File: config.mk
export PLATFORM = sky130hd
export DESIGN_NAME = usb_endpoint_interrupt_status
export DESIGN_NICKNAME = d
export VERILOG_FILES = /design/src/rtl/usb_irq_pkg.sv /design/src/rtl/usb_endpoint_interrupt_status.sv
export VERILOG_INCLUDE_DIRS = /design/src /design/src/rtl
export SDC_FILE = /design/constraint.sdc
export NUM_CORES = 1
export LEC_CHECK = 0
export BUFFER_PORTS_ARGS = -buffer_cell sky130_fd_sc_hd__buf_4
export CAP_MARGIN = 20
export CELL_PAD_IN_SITES_DETAIL_PLACEMENT = 1
export CELL_PAD_IN_SITES_GLOBAL_PLACEMENT = 2
export CORE_ASPECT_RATIO = 1.4
export CORE_MARGIN = 2
export CORE_UTILIZATION = 41
export CTS_CLUSTER_DIAMETER = 120
export DETAILED_ROUTE_END_ITERATION = 6
export PLACE_DENSITY_LB_ADDON = 0.1
export SLEW_MARGIN = 0
export SYNTH_ARGS = -nofsm -noshare
export SYNTH_HDL_FRONTEND = slang
export SYNTH_SLANG_ARGS = --single-unit
File: constraint.sdc
create_clock -name clock -period 3.7 [get_ports clock]
set_clock_uncertainty 0.15 [all_clocks]
set_input_delay 0.185 -clock clock [delete_from_list [all_inputs] [get_ports clock]]
set_output_delay 0.185 -clock clock [all_outputs]
set_load 0.01 [all_outputs]
File: src/rtl/usb_irq_defines.svh
// Purpose: Offsets, field positions, reset values and timing counts of the
//          endpoint interrupt and status block.
// Assumes: APB with 32-bit data, one aligned word per register.
// Notes:   Definitions only.
// Summary of operation
// RULE1: Any pending enabled cause drives the single interrupt request output.
// RULE2: Eight causes: setup, ctrl rx, ctrl tx, ep1, ep2, ep3 tx, reset, suspend.
// RULE3: Cause status register shows which causes drive the interrupt line.
// RULE4: Each cause has its own enable bit, changeable at any time.
// RULE5: Setup-ready flag sets once an 8-byte setup packet is stored.
// RULE6: Cause bit 0 reads one only when enabled and setup-ready is set.
// RULE7: Writing one to setup-ready clears it and withdraws the interrupt.
// RULE8: A new setup packet during clearing keeps the interrupt asserted.
// RULE9: Control receive-ready bit 0 sets on error-free end of data packet.
// RULE10: End of packet completes reception for full and short packets alike.
// RULE11: Cause bit 3 reads one only when enabled and receive-ready is set.
// RULE12: Writing one to receive-ready bit 0 clears that flag.
// RULE13: Endpoint 1 has a 64-byte FIFO in two levels, either direction.
// RULE14: Software selects receive or transmit direction for endpoints 1 and 2.
// RULE15: Every endpoint FIFO reports full/empty and can rewind contents. Here only the endpoint 1 FIFO can rewind.
// RULE16: Only the endpoint 1 FIFO may be serviced by DMA.
// RULE17: A timer measures bus idle time to detect suspend.
// RULE18: Interrupt output is active low after reset, polarity programmable.
// RULE19: Flags stay set until cleared; output stays while enabled flag set.
`ifndef USB_IRQ_DEFINES_SVH
`define USB_IRQ_DEFINES_SVH

`define OFF_CAUSE_STATUS   8'h00
`define OFF_ENABLE_MASK    8'h04
`define OFF_CTRL_EP_STATUS 8'h08
`define OFF_PKT_READY      8'h0C
`define OFF_RX_BYTE_COUNT  8'h10
`define OFF_EP_CONFIG      8'h14
`define OFF_EVENT_STATUS   8'h18
`define OFF_EVENT_CLEAR    8'h1C
`define OFF_FIFO_STATUS    8'h20
`define OFF_FIFO_CONTROL   8'h24
`define OFF_IDLE_TIMER     8'h28
`define OFF_EP1_DATA       8'h2C

`define CAUSE_SETUP   0
`define CAUSE_EP1     1
`define CAUSE_EP2     2
`define CAUSE_CTRL_RX 3
`define CAUSE_CTRL_TX 4
`define CAUSE_EP3_TX  5
`define CAUSE_RESET   6
`define CAUSE_SUSPEND 7

`define PKT_CTRL_RX 0
`define PKT_EP1     1
`define PKT_EP2     2
`define PKT_CTRL_TX 4

`define CFG_EP1_TX     0
`define CFG_EP2_TX     1
`define CFG_IRQ_HIGH   2
`define CFG_EP1_DMA    3

`define FCTL_REWIND_RD 0
`define FCTL_REWIND_WR 1
`define FCTL_MARK      2

`define FST_EMPTY      0
`define FST_FULL       1
`define FST_OTHER_LSB  2
`define FST_FILL_LSB   10
`define FST_LEVEL_LSB  17

`define ENABLE_RESET   8'h00
`define CONFIG_RESET   4'h0

`define EP1_FIFO_BYTES 64
`define EP1_LEVEL_BYTES 32
`define CLOCK_MHZ      10
`define SUSPEND_IDLE_US 3000

`endif

File: src/rtl/usb_irq_pkg.sv
// Purpose: Types shared by the endpoint interrupt and status block.
// Assumes: Nothing beyond the defines header.
// Notes:   Types only.
package usb_irq_pkg;

  typedef struct packed {
    logic setup_done;
    logic ctrl_rx_done;
    logic ep1_done;
    logic ep2_done;
    logic ep3_tx_done;
    logic bus_reset;
    logic ctrl_tx_stage;
    logic ctrl_tx_acked;
    logic bus_idle;
  } usb_events_t;

  typedef struct packed {
    logic       push;
    logic [7:0] push_data;
    logic       pop;
  } ep1_usb_req_t;

  typedef struct packed {
    logic [7:0] head_data;
    logic       full;
    logic       empty;
  } ep1_usb_rsp_t;

endpackage

File: src/rtl/usb_endpoint_interrupt_status.sv
// Purpose: Interrupt causes, endpoint status flags, endpoint 1 FIFO and
//          suspend idle timer behind an APB register file.
// Assumes: Protocol engine pulses events for one cycle; clock 10 MHz.
// Notes:   pready follows ce, so accesses stall while the block is frozen.
//          A read whose setup cycle meets ce low returns stale data.
//          Fifo status: empty, full, other flags, fill count, then levels.
//
// Decided for this implementation: the register addresses and the APB interface to the registers.
`timescale 1ns/100ps
`default_nettype none
`include "usb_irq_defines.svh"

module usb_endpoint_interrupt_status #(
  parameter int unsigned SUSPEND_IDLE_CYCLES = `SUSPEND_IDLE_US * `CLOCK_MHZ
) (
  input  wire logic                       clock,
  input  wire logic                       arst_n,
  input  wire logic                       ce,
  input  wire logic                       psel,
  input  wire logic                       penable,
  input  wire logic                       pwrite,
  input  wire logic [7:0]                 paddr,
  input  wire logic [31:0]                pwdata,
  output logic      [31:0]                prdata,
  output logic                            pready,
  output logic                            pslverr,
  input  wire usb_irq_pkg::usb_events_t   usb_ev,
  input  wire logic [3:0]                 ctrl_rx_count,
  input  wire logic [7:0]                 other_fifo_flags,
  input  wire usb_irq_pkg::ep1_usb_req_t  ep1_usb_req,
  output usb_irq_pkg::ep1_usb_rsp_t       ep1_usb_rsp,
  output logic [1:0]                      endpoint_tx_dir,
  output logic                            dma_request,
  input  wire logic                       dma_ack,
  input  wire logic [7:0]                 dma_wdata,
  output logic [7:0]                      dma_rdata,
  output logic                            interrupt_request_out
);

  function automatic logic hit(input logic [7:0] addr, input logic [7:0] off);
    hit = (addr == off);
  endfunction

  function automatic logic mapped(input logic [7:0] addr);
    mapped = (addr[1:0] == 2'h0) && (addr <= `OFF_EP1_DATA);
  endfunction

  logic        setup_ph;
  logic        wr_acc;
  logic        rd_acc;
  logic [31:0] prdata_reg;
  logic [31:0] prdata_next;
  logic [7:0]  enable_reg;
  logic [3:0]  config_reg;
  logic [7:0]  flag_reg;
  logic [7:0]  flag_set;
  logic [7:0]  flag_clr;
  logic [7:0]  raw_cause;
  logic [7:0]  cause_status;
  logic        tx_loaded_reg;
  logic        irq_out_reg;
  logic [3:0]  rx_count_reg;
  logic [15:0] idle_reg;
  logic        suspend_hit;

  logic [7:0]  fifo_mem [`EP1_FIFO_BYTES];
  logic [6:0]  wr_ptr_reg;
  logic [6:0]  rd_ptr_reg;
  logic [6:0]  wr_mark_reg;
  logic [6:0]  rd_mark_reg;
  logic [6:0]  fill;
  logic [1:0]  levels;
  logic        f_full;
  logic        f_empty;
  logic        ep1_tx;
  logic        dma_on;
  logic        cpu_data_wr;
  logic        cpu_data_rd;
  logic        push;
  logic        pop;
  logic [7:0]  push_data;
  logic        fctl_wr;
  logic        wr_enable;
  logic        wr_config;
  logic        wr_ev_clear;
  logic        wr_setup_clr;
  logic        wr_pkt_ready;

  assign setup_ph = psel & ~penable & ce;
  assign wr_acc   = psel & penable & ce & pwrite & mapped(paddr);
  assign rd_acc   = psel & penable & ce & ~pwrite & mapped(paddr);
  // Zero wait states; a frozen block stalls the bus rather than drop an access
  assign pready   = ce;
  assign pslverr  = psel & penable & ~mapped(paddr);
  assign prdata   = prdata_reg;

  // Decoded once here so every process sees the same write strobe
  assign wr_enable    = wr_acc && hit(paddr, `OFF_ENABLE_MASK);
  assign wr_config    = wr_acc && hit(paddr, `OFF_EP_CONFIG);
  assign wr_ev_clear  = wr_acc && hit(paddr, `OFF_EVENT_CLEAR);
  assign wr_setup_clr = wr_acc && hit(paddr, `OFF_CTRL_EP_STATUS);
  assign wr_pkt_ready = wr_acc && hit(paddr, `OFF_PKT_READY);

  // Register bus: control registers

  always_ff @(posedge clock or negedge arst_n)
  begin
    if (!arst_n)
      enable_reg <= `ENABLE_RESET;
    else if (wr_enable)
      enable_reg <= pwdata[7:0]; // see RULE4
  end

  always_ff @(posedge clock or negedge arst_n)
  begin
    if (!arst_n)
      config_reg <= `CONFIG_RESET; // see RULE18
    else if (wr_config)
      config_reg <= pwdata[3:0]; // see RULE14
  end

  assign endpoint_tx_dir = {config_reg[`CFG_EP2_TX], config_reg[`CFG_EP1_TX]};
  assign ep1_tx          = config_reg[`CFG_EP1_TX];
  assign dma_on          = config_reg[`CFG_EP1_DMA];

  // Sticky event flags

  always_comb
  begin
    flag_set = 8'h00;
    flag_set[`CAUSE_SETUP]   = usb_ev.setup_done; // see RULE5
    flag_set[`CAUSE_EP1]     = usb_ev.ep1_done;
    flag_set[`CAUSE_EP2]     = usb_ev.ep2_done;
    flag_set[`CAUSE_CTRL_RX] = usb_ev.ctrl_rx_done; // see RULE9 see RULE10
    flag_set[`CAUSE_EP3_TX]  = usb_ev.ep3_tx_done;
    flag_set[`CAUSE_RESET]   = usb_ev.bus_reset;
    flag_set[`CAUSE_SUSPEND] = suspend_hit; // see RULE17
  end

  always_comb
  begin
    // Clears come from the event clear register or the per-flag clear bits
    flag_clr = 8'h00;
    if (wr_ev_clear)
      flag_clr = pwdata[7:0];
    if (wr_setup_clr)
      flag_clr[`CAUSE_SETUP] = flag_clr[`CAUSE_SETUP] | pwdata[0]; // see RULE7
    if (wr_pkt_ready)
    begin
      flag_clr[`CAUSE_CTRL_RX] = flag_clr[`CAUSE_CTRL_RX] | pwdata[`PKT_CTRL_RX]; // see RULE12
      flag_clr[`CAUSE_EP1]     = flag_clr[`CAUSE_EP1] | pwdata[`PKT_EP1];
      flag_clr[`CAUSE_EP2]     = flag_clr[`CAUSE_EP2] | pwdata[`PKT_EP2];
    end
    flag_clr[`CAUSE_CTRL_TX] = 1'b0;
  end

  // New event beats a clear in the same cycle
  genvar gi;
  generate
    for (gi = 0; gi < 8; gi++) // see RULE2
    begin : g_flag
      always_ff @(posedge clock or negedge arst_n)
      begin
        if (!arst_n)
          flag_reg[gi] <= 1'b0;
        else if (ce && flag_set[gi])
          flag_reg[gi] <= 1'b1; // see RULE8 see RULE19
        else if (ce && flag_clr[gi])
          flag_reg[gi] <= 1'b0;
      end
    end
  endgenerate

  // Transmit cause is a level: data stage open and buffer not yet loaded
  always_ff @(posedge clock or negedge arst_n)
  begin
    if (!arst_n)
      tx_loaded_reg <= 1'b0;
    else if (ce && usb_ev.ctrl_tx_acked)
      tx_loaded_reg <= 1'b0;
    else if (wr_pkt_ready && pwdata[`PKT_CTRL_TX])
      tx_loaded_reg <= 1'b1;
  end

  always_comb
  begin
    raw_cause = flag_reg;
    raw_cause[`CAUSE_CTRL_TX] = usb_ev.ctrl_tx_stage & ~tx_loaded_reg;
  end

  assign cause_status = raw_cause & enable_reg; // see RULE3 see RULE6 see RULE11

  // Registered so the pin never glitches while causes or enables change
  always_ff @(posedge clock or negedge arst_n)
  begin
    if (!arst_n)
      irq_out_reg <= 1'b1;
    else if (ce)
      irq_out_reg <= (|cause_status) ~^ config_reg[`CFG_IRQ_HIGH]; // see RULE1 see RULE18
  end

  assign interrupt_request_out = irq_out_reg;

  // Byte count taken with the done pulse and held for the next packet
  always_ff @(posedge clock or negedge arst_n)
  begin
    if (!arst_n)
      rx_count_reg <= 4'h0;
    else if (ce && usb_ev.ctrl_rx_done)
      rx_count_reg <= ctrl_rx_count;
  end

  // Suspend idle timer, saturates so suspend fires once per idle spell
  assign suspend_hit = usb_ev.bus_idle && (idle_reg == 16'(SUSPEND_IDLE_CYCLES - 1));

  always_ff @(posedge clock or negedge arst_n)
  begin
    if (!arst_n)
      idle_reg <= 16'h0000;
    else if (ce)
    begin
      if (!usb_ev.bus_idle)
        idle_reg <= 16'h0000;
      else if (idle_reg != 16'(SUSPEND_IDLE_CYCLES))
        idle_reg <= idle_reg + 16'h0001; // see RULE17
    end
  end

  // Endpoint 1 FIFO
  // Levels are only reported; storage is a single 64-byte ring

  assign f_empty     = (wr_ptr_reg == rd_ptr_reg);
  assign f_full      = (fill == 7'(`EP1_FIFO_BYTES));
  assign fill        = wr_ptr_reg - rd_ptr_reg;
  assign levels      = 2'((fill + 7'(`EP1_LEVEL_BYTES - 1)) / 7'(`EP1_LEVEL_BYTES)); // see RULE13
  assign cpu_data_wr = wr_acc && hit(paddr, `OFF_EP1_DATA);
  assign cpu_data_rd = rd_acc && hit(paddr, `OFF_EP1_DATA);
  assign fctl_wr     = wr_acc && hit(paddr, `OFF_FIFO_CONTROL);

  always_comb
  begin
    if (ep1_tx)
    begin
      push      = cpu_data_wr | (dma_on & dma_ack & ce); // see RULE16
      push_data = cpu_data_wr ? pwdata[7:0] : dma_wdata;
      pop       = ep1_usb_req.pop & ce;
    end
    else
    begin
      push      = ep1_usb_req.push & ce;
      push_data = ep1_usb_req.push_data;
      pop       = cpu_data_rd | (dma_on & dma_ack & ce);
    end
  end

  always_ff @(posedge clock)
  begin
    if (push && !f_full)
      fifo_mem[wr_ptr_reg[5:0]] <= push_data;
  end

  always_ff @(posedge clock or negedge arst_n)
  begin
    if (!arst_n)
    begin
      wr_ptr_reg  <= 7'h00;
      wr_mark_reg <= 7'h00;
    end
    else if (fctl_wr && pwdata[`FCTL_REWIND_WR])
      wr_ptr_reg <= wr_mark_reg; // see RULE15
    else
    begin
      if (push && !f_full)
        wr_ptr_reg <= wr_ptr_reg + 7'h01;
      if (fctl_wr && pwdata[`FCTL_MARK])
        wr_mark_reg <= wr_ptr_reg;
    end
  end

  always_ff @(posedge clock or negedge arst_n)
  begin
    if (!arst_n)
    begin
      rd_ptr_reg  <= 7'h00;
      rd_mark_reg <= 7'h00;
    end
    else if (fctl_wr && pwdata[`FCTL_REWIND_RD])
      rd_ptr_reg <= rd_mark_reg; // see RULE15
    else
    begin
      if (pop && !f_empty)
        rd_ptr_reg <= rd_ptr_reg + 7'h01;
      if (fctl_wr && pwdata[`FCTL_MARK])
        rd_mark_reg <= rd_ptr_reg;
    end
  end

  // Head byte is read straight from the array so back-to-back pops stay fresh
  assign ep1_usb_rsp.head_data = fifo_mem[rd_ptr_reg[5:0]];
  assign ep1_usb_rsp.full      = f_full;
  assign ep1_usb_rsp.empty     = f_empty;
  assign dma_rdata             = fifo_mem[rd_ptr_reg[5:0]];
  // Request drops at the FIFO limit, so no DMA beat is refused by a full or empty FIFO
  assign dma_request = dma_on & (ep1_tx ? ~f_full : ~f_empty); // see RULE16

  // Read data captured in the setup phase, shown in the access phase
  always_comb
  begin
    prdata_next = 32'h0000_0000;
    case (paddr)
      `OFF_CAUSE_STATUS:   prdata_next[7:0] = cause_status;
      `OFF_ENABLE_MASK:    prdata_next[7:0] = enable_reg;
      `OFF_CTRL_EP_STATUS: prdata_next[0]   = flag_reg[`CAUSE_SETUP];
      `OFF_PKT_READY:
      begin
        prdata_next[`PKT_CTRL_RX] = flag_reg[`CAUSE_CTRL_RX];
        prdata_next[`PKT_EP1]     = flag_reg[`CAUSE_EP1];
        prdata_next[`PKT_EP2]     = flag_reg[`CAUSE_EP2];
        prdata_next[`PKT_CTRL_TX] = tx_loaded_reg;
      end
      `OFF_RX_BYTE_COUNT:  prdata_next[3:0] = rx_count_reg;
      `OFF_EP_CONFIG:      prdata_next[3:0] = config_reg;
      `OFF_EVENT_STATUS:   prdata_next[7:0] = raw_cause;
      `OFF_FIFO_STATUS:
      begin
        prdata_next[`FST_EMPTY]          = f_empty;
        prdata_next[`FST_FULL]           = f_full;
        prdata_next[`FST_OTHER_LSB +: 8] = other_fifo_flags;
        prdata_next[`FST_FILL_LSB +: 7]  = fill;
        prdata_next[`FST_LEVEL_LSB +: 2] = levels;
      end
      `OFF_IDLE_TIMER:     prdata_next[15:0] = idle_reg;
      `OFF_EP1_DATA:       prdata_next[7:0] = fifo_mem[rd_ptr_reg[5:0]];
      default:             prdata_next = 32'h0000_0000;
    endcase
  end

  always_ff @(posedge clock or negedge arst_n)
  begin
    if (!arst_n)
      prdata_reg <= 32'h0000_0000;
    else if (setup_ph && !pwrite)
      prdata_reg <= prdata_next;
  end

endmodule // usb_endpoint_interrupt_status

`default_nettype wire

==> results of run 1 <==
## worst min-delay path: stages
cell and delay [ps]:
buf_4 70, mux2_2 190, a22oi_1 80, o21ai_0 90, a22oi_1 70, nand2_1 70
## cells in the mapped netlist (4+ instances only)
cell type / instances / area [um^2]
a31oi_1: 10 / 62.6
a211oi_1: 5 / 37.5
nand2_1: 82 / 308
nand4_1: 19 / 119
nor4_1: 4 / 25.0
o31ai_1: 4 / 30.0
a221oi_1: 9 / 78.8
clkbuf_1: 39 / 146
xor2_1: 15 / 131
nor2_1: 155 / 582
edfxtp_1: 512 / 15400
mux4_2: 112 / 2520
buf_4: 36 / 270
inv_1: 18 / 67.6
nand2b_1: 4 / 25.0
ha_1: 10 / 125
o21ai_0: 23 / 115
nand3b_1: 7 / 52.6
buf_6: 6 / 67.6
nand3_1: 27 / 135
xnor2_1: 12 / 105
a22o_1: 7 / 61.3
a21oi_1: 62 / 310
a22oi_1: 21 / 158
dfrtp_1: 87 / 2180
o22ai_1: 14 / 87.6
buf_2: 14 / 70.1
and3_1: 6 / 37.5
nor2b_1: 6 / 37.5
or2_2: 4 / 25.0
buf_1: 4 / 15.0
a221o_1: 5 / 50.1
mux2i_1: 67 / 671
or3_1: 6 / 37.5
mux2_2: 36 / 405
nor3_1: 14 / 70.1
o221ai_1: 15 / 131
and2_1: 5 / 31.3
## cell type report
| class | count | area [um^2] | area share, % |
|---|---|---|---|
| inverters | 22 | 82.6 | 0.270 |
| multi-input cells | 825 | 7580 | 24.8 |
| clock buffers | 66 | 1550 | 5.08 |
| flip-flops and latches | 600 | 17600 | 57.5 |
| clock inverters | 44 | 453 | 1.48 |
| well taps | 817 | 1020 | 3.34 |
| repair buffers | 256 | 2330 | 7.60 |
## per-stage QoR
step / power (mW) / util, % / setup TNS [ps]
floorplan: 8.50 / - / -1970
global placement: 9.18 / 44.8 / 0
detailed placement: 9.21 / 44.8 / -696
CTS: 15.5 / 49.4 / -85.1
global route: 16.0 / 50.2 / -3760
finish: 15.5 / 50.2 / 0
## timing repair
action                     in CTS  in global routing
cloned                          5                  1
hold endpoints to repair      119                  0
resized for setup              37                 85
pin swaps                       3                 10
setup buffers                   6                 20
hold buffers                   45                  0
setup endpoints to repair     127                520
## kinds of logic after synthesis
kind of cell             after synthesis  synth area share [%]
flip-flops                           600                  69.5
AND/OR/NAND/NOR                      354                  6.50
multiplexers                         215                  14.2
AO/OA/AOI/OAI                        205                  5.53
buffers and inverters                124                  2.74
XOR/XNOR                              27                 0.935
adder cells (fa/ha/maj)               11                 0.574
other                                  1                0.0148
## power by group
group / total [mW] / leakage [nW] / internal, mW / switching (mW)
Sequential: 7.57 / 5.74 / 7.50 / 0.0687
Clock: 6.21 / 0.987 / 3.58 / 2.63
Combinational: 1.75 / 3.59 / 0.655 / 1.10
Total: 15.5 / 10.3 / 11.7 / 3.79
## routing by layer
metal	GRT usage [%]	wire, um	up-vias	part of all wire, %
met3	2.86	2970	128	4.1
li1	-	-	6486	-
met1	28.0	28600	7781	39
met5	0	0	-	0
met4	8.14	2550	0	3.5
met2	42.3	39100	379	53
## worst paths after layout
kind	cells past startpoint	endpoint	start	slack [ps]
min reg2reg	2	prdata[16]$_DFFE_PN0P_	prdata[16]$_DFFE_PN0P_	340
max reg2reg	10	fifo_mem[47][3]$_DFFE_PP_	rd_ptr_reg[0]$_DFFE_PN0P_	70
max	9	dma_rdata[7]	rd_ptr_reg[0]$_DFFE_PN0P_	40
min	6	prdata[7]$_DFFE_PN0P_	other_fifo_flags[5]	40
min in group asynchronous	2	rx_count_reg[2]$_DFFE_PN0P_	arst_n	70
max in group asynchronous	3	prdata[11]$_DFFE_PN0P_	arst_n	2460
==> qor.yml, run 1 <==
outcome:
  outcome: "finished clean"
clock_tree:
  clkSinkCount: 600
  cts_buffers: 59
  h-tree-depth: 2
  insertion_delay_ps: 630
  clkTransAtPathRegs_ps: 70
  cts-root-buf: "clkbuf_16"
  cts_tree: "done"
  clockBufferDepth: 3
sta:
  setup_ws_ps: 38.3
  finalCritPeriodShare_pct: 99.0
  worst_pin_slew_ps: 990
  hold_ws_ps: 42.7
  period_needed_ps: 3660
  hold_viol_final: 0
  slew_viol_final: 0
  max_freq_mhz: 273
  slew_headroom_pct: 33.8
  grt_setup_unrepaired: "yes"
  finalSetupViolations: 0
die:
  core_um2: 60900
  num_rows: 107
  die_h_um: 298
  dieArea_um2: 63700
  floorplan.initialDensity_pct: 41.5
  die_x_um: 214
  io_pins: 142
synth:
  synthFlopType: "edfxtp_1"
  synth_seq_cells: 600
  synthDistinctLibCells: 83
  ys_seq_area_share_pct: 69.5
  synth_async_sr_flop_share_pct: 14.7
  synth_area_um2: 25300
  synth.yosys.warnings: 0
  synth_edf_count: 512
  avgSynthCellArea_um2: 16.5
  syn-instance-count: 1537
final_layout:
  design_area_um2: 30600
  final_common_cell: "edfxtp_1"
  final_net_count: 1861
  nFillCells: 5755
  final_cell_mix: "edfxtp_1, buf_4, mux4_2, nor2_1, dfrtp_1"
  largest_reg_flops: 512
  diodes: 0
  drive_gt1_share_pct: 31.5
  stdcell_count: 2630
  area_growth_pct: 21.0
critical_path:
  critPathLaunchType: "flop"
  path_buf_inv: 4
  crit_fanout: 14
  cp.arrival_ps: 3330
  worst-setup-path-type: "reg -> out"
  crit_required_ps: 3370
  cpPeakStageDelay_ps: 480
  path_cells: "buf_12, buf_16, buf_4, mux4_2, mux2i_1, o22ai_1, or2_2, a31o_2, buf_4"
  endpoint_kind: "output port"
  crit_slowest_cell: "mux4_2"
  critPathMostFrequentCell: "buf_4"
  crit_family: "buffers and inverters"
route:
  antenna_left: 0
  routed_wl_mm: 73.2
  wl_per_cell_um: 27.8
  post_drt_via_cell_ratio: 5.62
  via_count: 14774
  drt_iter0_markers: 934
  first_pass_iters: 6
  drc: 0
pwr:
  power.leakage_nw: 10.3
  peakVddDrop_uv: 428
  power_density_nw_per_um2: 508
placed_design:
  dp_slack_ps: -50.9
  port_buffers: 104
  dpl_cell_area_um2: 27300
  placed_cells: 2444
  post-dp-hpwl_mm: 46.9
  gp_congestion: 0.899
global_routing:
  grt_antenna_before_repair: 0
  grt_max_degree: 65
  grt_pass1_vias: 16119
  grt_util_all_layers_pct: 23.1
  grt_pass1_wl_mm: 109
  grt_overflow: 0
run:
  cap_violations: 0
worst_hold_path:
  worstHoldPathType: "in -> reg"
(Power assumes the default switching activity.)
==> run 2, diff against run 1 <==
--- a/config.mk
+++ b/config.mk
@@ -12,7 +12,7 @@
 export CELL_PAD_IN_SITES_GLOBAL_PLACEMENT = 2
 export CORE_ASPECT_RATIO = 1.4
 export CORE_MARGIN = 2
-export CORE_UTILIZATION = 41
+export CORE_UTILIZATION = 45
 export CTS_CLUSTER_DIAMETER = 120
 export DETAILED_ROUTE_END_ITERATION = 6
 export PLACE_DENSITY_LB_ADDON = 0.1
==> constraint.sdc (replaced) <==
create_clock -name clock -period 3.9 [get_ports clock]
set_clock_uncertainty 0.15 [all_clocks]
set_input_delay 0.195 -clock clock [delete_from_list [all_inputs] [get_ports clock]]
set_output_delay 0.195 -clock clock [all_outputs]
set_load 0.01 [all_outputs]
==> qor.yml, run 2 (same netlist as run 1, synthesis figures left out) <==
critical_path:
  reg2reg_depth: 11
  crit_fanout: 5
  crit_path_start: "wr_ptr_reg[0]$_DFFE_PN0P_"
  cp.arrival_ps: 3500
  crit_required_ps: 3560
  endpoint_kind: "output port"
  worst-setup-path-type: "reg -> out"
  critPathLaunchType: "flop"
  reg2reg_from: "wr_ptr_reg[0]$_DFFE_PN0P_"
final_layout:
  diodes: 0
  largest_reg_flops: 512
  final_cell_mix: "edfxtp_1, buf_4, mux4_2, nor2_1, dfrtp_1"
  drive_gt1_share_pct: 28.2
  final_net_count: 1822
  final_common_cell: "edfxtp_1"
  area_growth_pct: 17.2
  design_area_um2: 29700
die:
  io_pins: 142
  dieArea_um2: 58200
  num_rows: 102
  die_h_um: 285
  floorplan.initialDensity_pct: 45.6
  core_um2: 55500
  die_x_um: 204
clock_tree:
  h-tree-depth: 2
  cts_buffers: 56
  clockBufferDepth: 3
  clkSinkCount: 600
  clkTransAtPathRegs_ps: 70
  cts-root-buf: "clkbuf_16"
  insertion_delay_ps: 640
  cts_tree: "done"
route:
  post_drt_via_cell_ratio: 5.81
  drt_iter0_markers: 914
  via_count: 14533
  antenna_left: 0
  first_pass_iters: 5
  wl_per_cell_um: 28.3
  drc: 0
  routed_wl_mm: 70.8
placed_design:
  port_buffers: 104
  gp_congestion: 0.883
  post-dp-hpwl_mm: 46.4
  dpl_cell_area_um2: 27100
worst_hold_path:
  worstHoldPathType: "in -> reg"
  worstHoldStart: "psel"
  whs_path_depth: 4
global_routing:
  grt_max_degree: 90
  grt_pass1_vias: 15734
  grt_util_all_layers_pct: 24.7
  grt_pass1_wl_mm: 105
  grt_overflow: 0
  grt_antenna_before_repair: 0
sta:
  finalCritPeriodShare_pct: 98.6
  slew_headroom_pct: 32.4
  hold_ws_ps: 29.5
  finalSetupViolations: 0
  grt_setup_unrepaired: "yes"
  worst_pin_slew_ps: 1010
  max_freq_mhz: 260
  hold_viol_final: 0
  slew_viol_final: 0
  period_needed_ps: 3850
pwr:
  peakVddDrop_uv: 383
  power.leakage_nw: 9.95
  power_density_nw_per_um2: 477
run:
  cap_violations: 0
outcome:
  outcome: "finished clean"
## run 2: changes by cell type in the layout (fill, tap and decap cells not counted), moves of 3 or more
cell,delta
buf_4,-30
clkbuf_8,-3
nor2_2,+16
clkbuf_16,-4
nor2_4,-21
nor2_1,+5
buf_16,-3
## run 2: final cells by class
type,count,area [um^2]
fill,5180,25900
inverter,22,82.6
clock inverter,44,407
multi-input combinational,825,7320
timing repair buffer,220,1930
sequential,600,17600
clock buffer,61,1420
tap,728,911
## run 2: what timing repair did
| action | in CTS | in global routing |
|---|---|---|
| resized for setup | 15 | 55 |
| cloned | 1 | 1 |
| endpoints found under the hold margin | 146 | 0 |
| hold buffers | 47 | 0 |
| buffers inserted | 0 | 0 |
| setup endpoints to repair | 16 | 376 |
## run 2: stage by stage
step                      power [mW]  instances  TNS, ps  utilization (%)  setup WS (ps)
after floorplan                 8.06       1549        0                -            158
after global placement          8.65       2346        0             48.8            186
after detailed placement        8.69       2346        0             48.8           74.4
after CTS                       14.2       2499        0             53.1           9.80
after global routing            14.6       2500     -143             53.4           -143
final                           14.2       2500        0             53.4           54.5
## run 2: worst paths after layout
check	endpoint	slack (ps)
max	dma_request	50
min	prdata[3]$_DFFE_PN0P_	30
max reg2reg	fifo_mem[39][1]$_DFFE_PP_	230
min reg2reg	prdata[16]$_DFFE_PN0P_	320
max in group asynchronous	flag_reg[1]$_DFFE_PN0P_	2800
min in group asynchronous	rx_count_reg[0]$_DFFE_PN0P_	60
## run 2: worst max-delay path, cell delays in order, from the launching register on
cell and delay (ps):
dfrtp_1 380, inv_1 100, ha_1 190, inv_1 70, fa_1 410, xnor2_1 260
nand3b_1 160, nor4_2 490, and2_1 210, buf_4 160, mux2i_1 100, and2_1 190
buf_4 150
## run 2: power breakdown
group / switching (mW) / internal [mW]
Combinational: 0.948 / 0.515
Clock: 2.47 / 3.04
Sequential: 0.0646 / 7.12
Total: 3.49 / 10.7
## run 2: per-layer routing
| metal | wire length [um] | share of wire (%) | global-route usage [%] |
|---|---|---|---|
| met1 | 27600 | 39 | 30.3 |
| met2 | 37900 | 54 | 44.5 |
| met3 | 2720 | 3.8 | 2.67 |
| met4 | 2620 | 3.7 | 9.35 |
| met5 | 0 | 0 | 0 |
==> run 3, diff against run 2 <==
--- a/config.mk
+++ b/config.mk
@@ -10,12 +10,13 @@
 export CAP_MARGIN = 20
 export CELL_PAD_IN_SITES_DETAIL_PLACEMENT = 1
 export CELL_PAD_IN_SITES_GLOBAL_PLACEMENT = 2
-export CORE_ASPECT_RATIO = 1.4
+export CORE_ASPECT_RATIO = 0.6
 export CORE_MARGIN = 2
 export CORE_UTILIZATION = 45
 export CTS_CLUSTER_DIAMETER = 120
 export DETAILED_ROUTE_END_ITERATION = 6
-export PLACE_DENSITY_LB_ADDON = 0.1
+export PLACE_DENSITY = 0.9
+export SETUP_SLACK_MARGIN = 0.4
 export SLEW_MARGIN = 0
 export SYNTH_ARGS = -nofsm -noshare
 export SYNTH_HDL_FRONTEND = slang
==> qor.yml, run 3 (same netlist as run 1, synthesis figures left out) <==
critical_path:
  reg2reg_from: "wr_ptr_reg[1]$_DFFE_PN0P_"
  endpoint_kind: "output port"
  crit_fanout: 7
  r2r-end: "fifo_mem[2][0]$_DFFE_PP_"
  worst-setup-path-type: "reg -> out"
  crit_required_ps: 3560
  critPathLaunchType: "flop"
  cp.arrival_ps: 3320
  reg2reg_slack_ps: 500
  reg2reg_depth: 9
placed_design:
  post-dp-hpwl_mm: 48.8
  dpl_cell_area_um2: 27300
  placed_cells: 2376
  port_buffers: 104
  gp_congestion: 0.900
final_layout:
  drive_gt1_share_pct: 33.5
  final_cell_mix: "edfxtp_1, buf_4, mux4_2, nor2_1, dfrtp_1"
  largest_reg_flops: 512
  design_area_um2: 31000
  diodes: 0
  area_growth_pct: 22.3
  final_net_count: 1866
  stdcell_count: 2571
  final_common_cell: "edfxtp_1"
global_routing:
  grt_pass1_wl_mm: 116
  grt_overflow: 0
  grt_antenna_before_repair: 2
  grt_pass1_vias: 16525
  grt_max_degree: 65
  grt_util_all_layers_pct: 27.7
pwr:
  p_sw_share_pct: 26.1
  p_clk_share_pct: 36.0
  power_frac_seq_pct: 50.8
  combPwrFrac_pct: 13.2
  p_switching_mw: 3.71
  finalPower_mw: 14.2
  power_density_nw_per_um2: 459
  p_int_mw: 10.5
  power.leakage_nw: 10.3
  peakVddDrop_uv: 365
sta:
  worst_pin_slew_ps: 1200
  max_freq_mhz: 273
  hold_viol_final: 0
  hold_ws_ps: 14.5
  grt_setup_unrepaired: "yes"
  finalSetupViolations: 0
  slew_headroom_pct: 19.6
  fin_setup_tns_ps: 0
  finalCritPeriodShare_pct: 93.9
  slew_viol_final: 0
  period_needed_ps: 3660
route:
  first_pass_iters: 5
  drc: 0
  antenna_left: 0
  routed_wl_mm: 81.7
  via_count: 16167
  post_drt_via_cell_ratio: 6.29
  wl_per_cell_um: 31.8
  drt_iter0_markers: 2236
clock_tree:
  clkSinkCount: 600
  cts_buffers: 52
  h-tree-depth: 2
  clkTransAtPathRegs_ps: 70
  clockBufferDepth: 3
  insertion_delay_ps: 600
  cts-root-buf: "clkbuf_16"
  cts_tree: "done"
die:
  core_um2: 55700
  dieArea_um2: 58200
  io_pins: 142
  die_h_um: 188
  die_x_um: 310
  num_rows: 67
  floorplan.initialDensity_pct: 45.5
run:
  cap_violations: 0
outcome:
  outcome: "finished clean"
worst_hold_path:
  worstHoldPathType: "in -> async"
run 3: routing by layer:
layer	part of all wire (%)	up-vias	track usage, %
met5	0.0098	-	0
met4	2.5	2	6.61
met3	11	169	9.86
met2	45	928	39.9
met1	42	8561	40.3
li1	-	6507	-
run 3: worst max path at each step:
stage,start,to,slack [ps],cells past startpoint
2_1_floorplan,config_reg[0]$_DFFE_PN0P_,fifo_mem[0][5]$_DFFE_PP_,320,4
4_1_cts,rd_ptr_reg[0]$_DFFE_PN0P_,ep1_usb_rsp[5],230,10
3_3_place_gp,wr_ptr_reg[2]$_DFFE_PN0P_,fifo_mem[2][6]$_DFFE_PP_,230,9
6_report,rd_ptr_reg[0]$_DFFE_PN0P_,dma_rdata[3],240,10
3_5_place_dp,wr_ptr_reg[2]$_DFFE_PN0P_,fifo_mem[10][5]$_DFFE_PP_,100,9
5_1_grt,rd_ptr_reg[3]$_DFFE_PN0P_,ep1_usb_rsp[3],160,7
run 3: worst max-delay path, stage by stage, from the launching register on:
cell and delay, ps:
dfrtp_4 510, buf_6 140, buf_12 130, buf_16 160, mux4_2 480, mux4_2 530
and2_4 190, a311oi_2 210, nor3_1 70, buf_4 170, buf_6 120
run 3: cell type report:
cell class | instances | area (um^2)
clock inverters | 28 | 228
repair buffers | 268 | 2630
inverters | 22 | 103
multi-input cells | 825 | 8070
clock buffers | 69 | 1390
flip-flops and latches | 600 | 17600
well taps | 759 | 950
fillers | 5110 | 24700
run 3: power groups by stage:
stage	clock network, mW	logic, mW	registers, mW
floorplan	0	0.854	7.31
global placement	0	1.32	7.33
detailed placement	0	1.38	7.34
CTS	5.11	1.63	7.21
global route	5.35	1.94	7.22
finish	5.11	1.87	7.22
run 3: through the flow:
stage                     utilization (%)  setup WS [ps]
final                                55.6            238
after global routing                 55.6            158
after CTS                            54.3            228
after detailed placement             49.0            102
after global placement               49.0            230
after floorplan                         -            323
run 3: what timing repair did:
item	4_1_cts	5_1_grt
hold buffers	44	0
setup endpoints to repair	445	458
endpoints found under the hold margin	103	0
gates cloned	6	4
buffers inserted	30	14
gates resized for setup	118	110
pin swaps	13	23
